[src/design/periodic_defines.svh]
// Register map, field positions and timing for the periodic interrupt unit.
// Assumes a single AHB-Lite slave select per register word.
`ifndef PERIODIC_DEFINES_SVH
`define PERIODIC_DEFINES_SVH
`define OFS_DRIVE      8'h00
`define OFS_ENABLE     8'h04
`define OFS_STATUS     8'h08
`define OFS_IRQ_STAT   8'h0C
`define OFS_IRQ_MASK   8'h10
`define DRV_PEND_BIT   7
`define DRV_CLK_LO     0
`define DRV_HD_LO      2
`define EN_KEY_LO      0
`define EN_IVL_LO      4
`define ST_FLAG_BIT    3
`define ST_ACK_BIT     2
`define ST_MASK_BIT    1
`define ST_MODE_BIT    0
`define IVL_BASE_LOG   4'h8
`define RC_HZ          32768
`define CLK_HZ         10000000
`define HTRANS_NONSEQ  2'h2
`endif

[src/design/periodic_pkg.sv]
// Types shared by the periodic interrupt unit.
// Assumes the defines header is compiled alongside.
package periodic_pkg;
  typedef enum logic [1:0] {
    CLK_RC   = 2'h0,
    CLK_EXT  = 2'h1,
    CLK_OSC  = 2'h2,
    CLK_RSVD = 2'h3
  } clk_sel_t;
  typedef enum logic [2:0] {
    KS_IDLE  = 3'h1,
    KS_ARMED = 3'h2,
    KS_HELD  = 3'h4
  } key_state_t;
endpackage : periodic_pkg

[src/design/period_counter.sv]
// Periodic counter running on one of three clock enables.
// Assumes each enable input is a one-cycle pulse in the MCLK_I domain.
`timescale 1ns/10ps
`default_nettype none
`include "periodic_defines.svh"
module period_counter (
  input  wire logic       clk_i,
  input  wire logic       rst_n_i,
  input  wire logic [1:0] sel_i,
  input  wire logic [2:0] ivl_i,
  input  wire logic       rc_tick_i,
  input  wire logic       ext_tick_i,
  input  wire logic       osc_tick_i,
  output logic            hit_o
);
  logic [14:0] count;
  logic        tick;
  logic [14:0] last;

  function automatic logic [14:0] period_last(input logic [2:0] ivl);
    logic [3:0] sh;
    sh = 4'(ivl) + `IVL_BASE_LOG;
    period_last = 15'((16'h0001 << sh) - 16'h0001);
  endfunction : period_last

  always_comb begin
    case (periodic_pkg::clk_sel_t'(sel_i))
      periodic_pkg::CLK_RC:  tick = rc_tick_i;
      periodic_pkg::CLK_EXT: tick = ext_tick_i;
      periodic_pkg::CLK_OSC: tick = osc_tick_i;
      default:               tick = 1'b0;
    endcase
  end

  assign last = period_last(ivl_i);

  always_ff @(posedge clk_i) begin
    if (!rst_n_i || ivl_i == 3'h0) begin
      count <= 15'h0000;
      hit_o <= 1'b0;
    end else begin
      hit_o <= 1'b0;
      if (tick) begin
        if (count >= last) begin
          count <= 15'h0000;
          hit_o <= 1'b1;
        end else begin
          count <= count + 15'h0001;
        end
      end
    end
  end
endmodule : period_counter
`default_nettype wire

[src/design/periodic_interrupt_timer.sv]
// Periodic interrupt unit with its shared keypad request path and AHB-Lite registers.
// Assumes MCLK_I at 10 MHz; OSC and external clocks arrive as synchronous levels.
`timescale 1ns/10ps
`default_nettype none
`include "periodic_defines.svh"
module periodic_interrupt_timer (
  input  wire logic        MCLK_I,
  input  wire logic        NRST_I,
  input  wire logic        HSEL_I,
  input  wire logic [31:0] HADDR_I,
  input  wire logic [1:0]  HTRANS_I,
  input  wire logic        HWRITE_I,
  input  wire logic [2:0]  HSIZE_I,
  input  wire logic [31:0] HWDATA_I,
  input  wire logic        HREADY_I,
  output logic [31:0]      HRDATA_O,
  output logic             HREADYOUT_O,
  output logic             HRESP_O,
  input  wire logic        EXT_CLK_I,
  input  wire logic        OSC_CLK_I,
  input  wire logic [3:0]  KEY_PINS_I,
  output logic             KEY_REQ_O,
  output logic [3:0]       HIGH_DRIVE_O,
  output logic             IRQ_O
);
  localparam int RC_DIV = `CLK_HZ / `RC_HZ;

  logic [1:0]  periodic_clock_select;
  logic [3:0]  port_b_high_drive_enables;
  logic [3:0]  keypad_input_enables;
  logic [2:0]  periodic_interval_select;
  logic        keypad_interrupt_mask;
  logic        key_trigger_sensitivity;
  logic        periodic_pending_latch;
  logic        keypad_flag;
  logic [1:0]  irq_stat;
  logic [1:0]  irq_mask;
  logic        wr_pend;
  logic        rd_pend;
  logic [7:0]  a_ofs;
  logic        keypad_ack_strobe;
  logic        rd_stat;
  logic [8:0]  rc_div;
  logic        rc_tick;
  logic        ext_q;
  logic        osc_q;
  logic        ext_tick;
  logic        osc_tick;
  logic        period_hit;
  logic [3:0]  key_q;
  logic        key_edge;
  logic        key_level;
  logic        key_event;
  logic [31:0] next_rdata;

  function automatic logic is_reg(input logic [7:0] ofs, input logic [7:0] want);
    is_reg = (ofs == want);
  endfunction : is_reg

  // Bus: zero wait states, always OKAY
  assign HREADYOUT_O = 1'b1;
  assign HRESP_O     = 1'b0;

  always_ff @(posedge MCLK_I) begin
    if (!NRST_I) begin
      wr_pend <= 1'b0;
      rd_pend <= 1'b0;
      a_ofs   <= 8'h00;
    end else if (HREADY_I) begin
      wr_pend <= HSEL_I && HTRANS_I == `HTRANS_NONSEQ && HWRITE_I;
      rd_pend <= HSEL_I && HTRANS_I == `HTRANS_NONSEQ && !HWRITE_I;
      a_ofs   <= HADDR_I[7:0];
    end
  end

  assign keypad_ack_strobe = wr_pend && is_reg(a_ofs, `OFS_STATUS)
                             && HWDATA_I[`ST_ACK_BIT];
  assign rd_stat = rd_pend && is_reg(a_ofs, `OFS_IRQ_STAT);

  always_ff @(posedge MCLK_I) begin
    if (!NRST_I) begin
      periodic_clock_select     <= 2'h0;
      port_b_high_drive_enables <= 4'h0;
      keypad_input_enables      <= 4'h0;
      periodic_interval_select  <= 3'h0;
      keypad_interrupt_mask     <= 1'b0;
      key_trigger_sensitivity   <= 1'b0;
      irq_mask                  <= 2'h0;
    end else if (wr_pend) begin
      if (is_reg(a_ofs, `OFS_DRIVE)) begin
        periodic_clock_select     <= HWDATA_I[`DRV_CLK_LO +: 2];
        port_b_high_drive_enables <= HWDATA_I[`DRV_HD_LO +: 4];
      end
      if (is_reg(a_ofs, `OFS_ENABLE)) begin
        keypad_input_enables     <= HWDATA_I[`EN_KEY_LO +: 4];
        periodic_interval_select <= HWDATA_I[`EN_IVL_LO +: 3];
      end
      if (is_reg(a_ofs, `OFS_STATUS)) begin
        keypad_interrupt_mask   <= HWDATA_I[`ST_MASK_BIT];
        key_trigger_sensitivity <= HWDATA_I[`ST_MODE_BIT];
      end
      if (is_reg(a_ofs, `OFS_IRQ_MASK))
        irq_mask <= HWDATA_I[1:0];
    end
  end

  // Clock sources become enable pulses; RC rate is an approximation of 32 kHz
  always_ff @(posedge MCLK_I) begin
    if (!NRST_I) begin
      rc_div  <= 9'h000;
      rc_tick <= 1'b0;
    end else begin
      rc_tick <= (rc_div == 9'(RC_DIV - 1));
      rc_div  <= (rc_div == 9'(RC_DIV - 1)) ? 9'h000 : rc_div + 9'h001;
    end
  end

  // External clock sampled; at most half the bus rate is seen reliably
  always_ff @(posedge MCLK_I) begin
    if (!NRST_I) begin
      ext_q <= 1'b0;
      osc_q <= 1'b0;
    end else begin
      ext_q <= EXT_CLK_I;
      osc_q <= OSC_CLK_I;
    end
  end
  assign ext_tick = EXT_CLK_I && !ext_q;
  assign osc_tick = OSC_CLK_I && !osc_q;

  // No low-power gating here: the counter runs in wait and stop alike
  period_counter u_counter (
    .clk_i      (MCLK_I),
    .rst_n_i    (NRST_I),
    .sel_i      (periodic_clock_select),
    .ivl_i      (periodic_interval_select),
    .rc_tick_i  (rc_tick),
    .ext_tick_i (ext_tick),
    .osc_tick_i (osc_tick),
    .hit_o      (period_hit)
  );

  // Set wins over acknowledge
  always_ff @(posedge MCLK_I) begin
    if (!NRST_I)
      periodic_pending_latch <= 1'b0;
    else if (period_hit)
      periodic_pending_latch <= 1'b1;
    else if (keypad_ack_strobe)
      periodic_pending_latch <= 1'b0;
  end

  always_ff @(posedge MCLK_I) begin
    if (!NRST_I)
      key_q <= 4'hF;
    else
      key_q <= KEY_PINS_I;
  end
  assign key_edge  = |(keypad_input_enables & key_q & ~KEY_PINS_I);
  assign key_level = |(keypad_input_enables & ~KEY_PINS_I);
  assign key_event = key_edge || (key_trigger_sensitivity && key_level);

  always_ff @(posedge MCLK_I) begin
    if (!NRST_I)
      keypad_flag <= 1'b0;
    else if (key_event)
      keypad_flag <= 1'b1;
    else if (keypad_ack_strobe)
      keypad_flag <= 1'b0;
  end

  always_ff @(posedge MCLK_I) begin
    if (!NRST_I)
      KEY_REQ_O <= 1'b0;
    else
      KEY_REQ_O <= (periodic_pending_latch || keypad_flag) && !keypad_interrupt_mask;
  end

  always_ff @(posedge MCLK_I) begin
    if (!NRST_I)
      irq_stat <= 2'h0;
    else
      irq_stat <= (rd_stat ? 2'h0 : irq_stat) | {key_event, period_hit};
  end

  always_ff @(posedge MCLK_I) begin
    if (!NRST_I)
      IRQ_O <= 1'b0;
    else
      IRQ_O <= |(irq_stat & irq_mask);
  end

  always_ff @(posedge MCLK_I) begin
    if (!NRST_I)
      HIGH_DRIVE_O <= 4'h0;
    else
      HIGH_DRIVE_O <= port_b_high_drive_enables;
  end

  always_comb begin
    next_rdata = 32'h0000_0000;
    case (HADDR_I[7:0])
      `OFS_DRIVE: begin
        next_rdata[`DRV_PEND_BIT]      = periodic_pending_latch;
        next_rdata[`DRV_HD_LO +: 4]    = port_b_high_drive_enables;
        next_rdata[`DRV_CLK_LO +: 2]   = periodic_clock_select;
      end
      `OFS_ENABLE: begin
        next_rdata[`EN_IVL_LO +: 3]    = periodic_interval_select;
        next_rdata[`EN_KEY_LO +: 4]    = keypad_input_enables;
      end
      `OFS_STATUS: begin
        next_rdata[`ST_FLAG_BIT]       = keypad_flag;
        next_rdata[`ST_ACK_BIT]        = 1'b0;
        next_rdata[`ST_MASK_BIT]       = keypad_interrupt_mask;
        next_rdata[`ST_MODE_BIT]       = key_trigger_sensitivity;
      end
      `OFS_IRQ_STAT: next_rdata[1:0]  = irq_stat;
      `OFS_IRQ_MASK: next_rdata[1:0]  = irq_mask;
      default:       next_rdata        = 32'h0000_0000;
    endcase
  end

  always_ff @(posedge MCLK_I) begin
    if (!NRST_I)
      HRDATA_O <= 32'h0000_0000;
    else if (HREADY_I && HSEL_I && HTRANS_I == `HTRANS_NONSEQ && !HWRITE_I)
      HRDATA_O <= next_rdata;
  end
endmodule : periodic_interrupt_timer
`default_nettype wire

[config.mk]
export PLATFORM = sky130hd
export DESIGN_NAME = periodic_interrupt_timer
export DESIGN_NICKNAME = d
export VERILOG_FILES = /design/src/design/periodic_pkg.sv /design/src/design/period_counter.sv /design/src/design/periodic_interrupt_timer.sv
export VERILOG_INCLUDE_DIRS = /design/src /design/src/design
export SDC_FILE = /design/constraint.sdc
export NUM_CORES = 1
export LEC_CHECK = 0
export BUFFER_PORTS_ARGS = -buffer_cell sky130_fd_sc_hd__buf_4
export CORE_ASPECT_RATIO = 0.8
export CORE_MARGIN = 2
export CORE_UTILIZATION = 24
export DETAILED_ROUTE_END_ITERATION = 16
export PLACE_DENSITY = 0.49
export SLEW_MARGIN = 30
export SYNTH_ARGS = -nofsm -noshare
export SYNTH_HDL_FRONTEND = slang
export SYNTH_SLANG_ARGS = --single-unit
[constraint.sdc]
create_clock -name MCLK_I -period 3.3 [get_ports MCLK_I]
set_clock_uncertainty 0.2 [all_clocks]
set_input_delay 0.66 -clock MCLK_I [delete_from_list [all_inputs] [get_ports MCLK_I]]
set_output_delay 0.66 -clock MCLK_I [all_outputs]
set_load 0.02 [all_outputs]
==> metrics.md <==
| Metric | Value |
|---|---|
| Max-slew violation count | 0 |
| Worst-Margin Slew | 0.6863 ns |
| Drt drc | 0 |
| Hold Path Class | flop to flop |
| Area grow syn2layout | 20.21% |
| Crit end category | flop |
| Pwr dens | ~430 nW/um^2 |
| Worst R2R Path Depth | 10 |
| Fin cells | 691 |
| Setup TNS | 0 ns |
| Top_reg_cell synth | dfxtp_1 |
| Max-Cap Viols | 0 |
| Leakage | ~1.8 nW |
| Crit path DAT | roughly 3.2 ns |
| Drt first-iter violations | 208 |
| Dpl hpwl | 6886 um |
| Total GRT Usage | ~11% |
| Worst setup SP type | flop |
| Final ANT Viol Nets | 0 |
| Drt pass-1 iters | 4 |
| Hold-fix buffer count after cts | 0 |
| Vias post-DR | just over 3,000 |
| Mean Syn Cell Area | 8.898 um^2 |
| Slew headroom | around 54% |
| Mapped Cells | 430 |
| EDFF count, synth | 0 |
| Htree depth | 3 |
| CTS tree | built |
| Clk slew on worst S/H paths | about 0.06 ns |
| Top cells by area, synth | dfxtp_1 (40%), mux2i_1 (7.6%), nor2_1 (5.6%), buf_4 (5.1%), ha_1 (3.6%) |
| Hold Slack | 0.2581 ns |
| Number of synthesized register bits | between 70 and 80 |
| Placed insts | approximately 680 |
| F_max | between 300 and 400 MHz |
| Grt ovf | 0 |
| Largest net degree at the start of global routing | 23 |
| PortBufs | 41 |
| First-pass GRT wire length | 15,260 um |
| DR WL/cell | 13.46 um |
| Hold path depth | 1 |
| Library cells used by synthesis | 54 |
| Critical path type | flop to flop |
| Final WL | 9303 um |
| Number of antenna violations at the first check in global routing | 0 |
| RSZ-0062 raised after global routing | false |
| I/O Pins | 120 |
| Worst-skew pair later-pin latency | around 0.34 ns |
| Run status | finished, final reports clean |
| Total core area | roughly 16,000 um^2 |
| Die area | 16,970 um^2 |
| Final min period | between 3 and 4 ns |
| Die width | between 100 and 150 um |
| Clock buffer count from CTS | 9 |
| CTS sink count | 77 |
| Vias per inst | about 4.5 |
| Share of async-settable or async-resettable flops after synthesis | 0% |
| Clock buffer depth | 2 |
| Final period util | a little over nine tenths |
| Top-area cell type share of the netlist area | roughly two fifths |
| Worst Path Max Fanout | 10 |
| Vias in the first global route | around 3,000 |
| Synth warn | 0 |
| DIE HEIGHT | between 100 and 150 um |
| Maximum vdd drop | 194.0 uV |
| Leading area contributor after synthesis | dfxtp_1 |
| Worst Path Required | about 3.3 ns |
| Share of layout cells above drive strength 1 | ~18% |
| Placer Congestion | a little under 0.8 |
| Initial Utilization | between 20 and 25% |
| Mapped cell area | 3826 um^2 |
| Final Hold Fails | 0 |
| Antenna diodes | 0 |
| # setup viols final | 0 |
| Post-synthesis sequential area ratio | about 40% |
| Final nets | 563 |
| Rows | 41 |
| CTS root buffer | clkbuf_16 |
[final cells by class]
class / count / area (um^2)
clock buffers: 11 / 252.7
clock inverters: 4 / 23.77
fillers: 1678 / 11100
inverters: 10 / 37.54
multi-input cells: 324 / 2083
flip-flops and latches: 77 / 1541
well taps: 215 / 269.0
repair buffers: 50 / 391.6
[where the power goes]
group          total, mW  internal (mW)  switching [mW]  leakage, nW
Sequential         0.953          0.943         0.00924        0.624
Combinational      0.113         0.0422          0.0707         1.03
Clock              0.929          0.543           0.386        0.141
[stage by stage]
stage               util (%)  setup slack [ns]  instance area (um^2)  total power, mW
global placement       27.37            0.1054                  4297            1.085
floorplan                  -           0.01197                  3916            1.062
detailed placement     27.37           0.07485                  4297            1.087
CTS                    29.13           0.06016                  4573            2.027
finish                 29.30            0.1498                  4599            1.994
global route           29.30          0.005437                  4599            2.082
[timing repair]
item	4_1_cts	5_1_grt
setup endpoints to repair	0	16
buffers inserted	0	0
resized for setup	0	5
[cells in the mapped netlist (3+ instances only)]
cell type / instances
or3_1: 3
o21ai_1: 5
o211ai_1: 6
nor2_1: 57
and2_1: 12
nand4_1: 4
a41oi_1: 4
nor3b_1: 3
buf_4: 26
nand2_1: 34
and4bb_2: 3
nand3_1: 26
nand2b_1: 8
a2bb2oi_1: 3
o21ai_0: 4
xnor2_1: 8
buf_2: 5
nand3b_1: 3
a22oi_1: 3
dfxtp_1: 77
a21oi_1: 15
ha_1: 11
nor2b_1: 7
and3_1: 6
nand4b_1: 3
clkbuf_1: 11
xor2_1: 4
nor3_1: 8
mux2i_1: 29
inv_1: 10
[critical path, stage by stage (launching register included)]
cell and delay, ns:
dfxtp_1 0.30, or3_1 0.41, ha_2 0.24, nor3_2 0.11, a21oi_1 0.06, o21a_1 0.18
ha_1 0.29, nand4_1 0.26, o41a_1 0.69, nand4b_1 0.18, o211ai_1 0.09
[path summary, 6_finish.rpt]
kind | startpoint | to | slack (ns)
max | periodic_interval_select[2] | u_counter.count[2] | 0.15
min | rc_div[0] | rc_div[0] | 0.26
max reg2reg | periodic_interval_select[2] | u_counter.count[2] | 0.15
min reg2reg | rc_div[0] | rc_div[0] | 0.26
[cell usage in the layout, fill, tap and decap left out, types with 6 or more instances in the layout]
cell type	count
dfxtp_1	77
nor2_1	57
buf_4	48
nand2_1	34
mux2i_1	29
nand3_1	26
conb_1	26
a21oi_1	14
and2_1	12
inv_1	10
ha_1	10
clkbuf_16	9
nand2b_1	8
xnor2_1	8
nor2b_1	7
nor3_1	7
o211ai_1	6
and3_1	6
[registers in the layout, summed over array words and instances (netlist names), 2 cells and up]
signal and count:
u_counter.count 15, rc_div 9, HRDATA_O 8, a_ofs 8, HIGH_DRIVE_O 4, key_q 4
keypad_input_enables 4, port_b_high_drive_enables 4, periodic_interval_select 3, irq_mask 2, irq_stat 2, periodic_clock_select 2
[cells by family after synthesis]
logic type / synth area share [%]
other: 0.1963
AO/OA/AOI/OAI: 9.156
buffers and inverters: 8.208
AND/OR/NAND/NOR: 27.04
adder cells (fa/ha/maj): 3.597
multiplexers: 8.764
flip-flops: 40.29
XOR/XNOR: 2.747
[per-layer routing]
metal	wire, um	GRT usage [%]	vias up	share of wire, %
li1	-	-	1528	-
met1	4725	15.96	1468	51
met5	0	0	-	0
met3	546	2.713	12	5.9
met2	3892	16.86	84	42
met4	138	4.183	0	1.5
No activity file was read; power rests on OpenSTA's default activity.
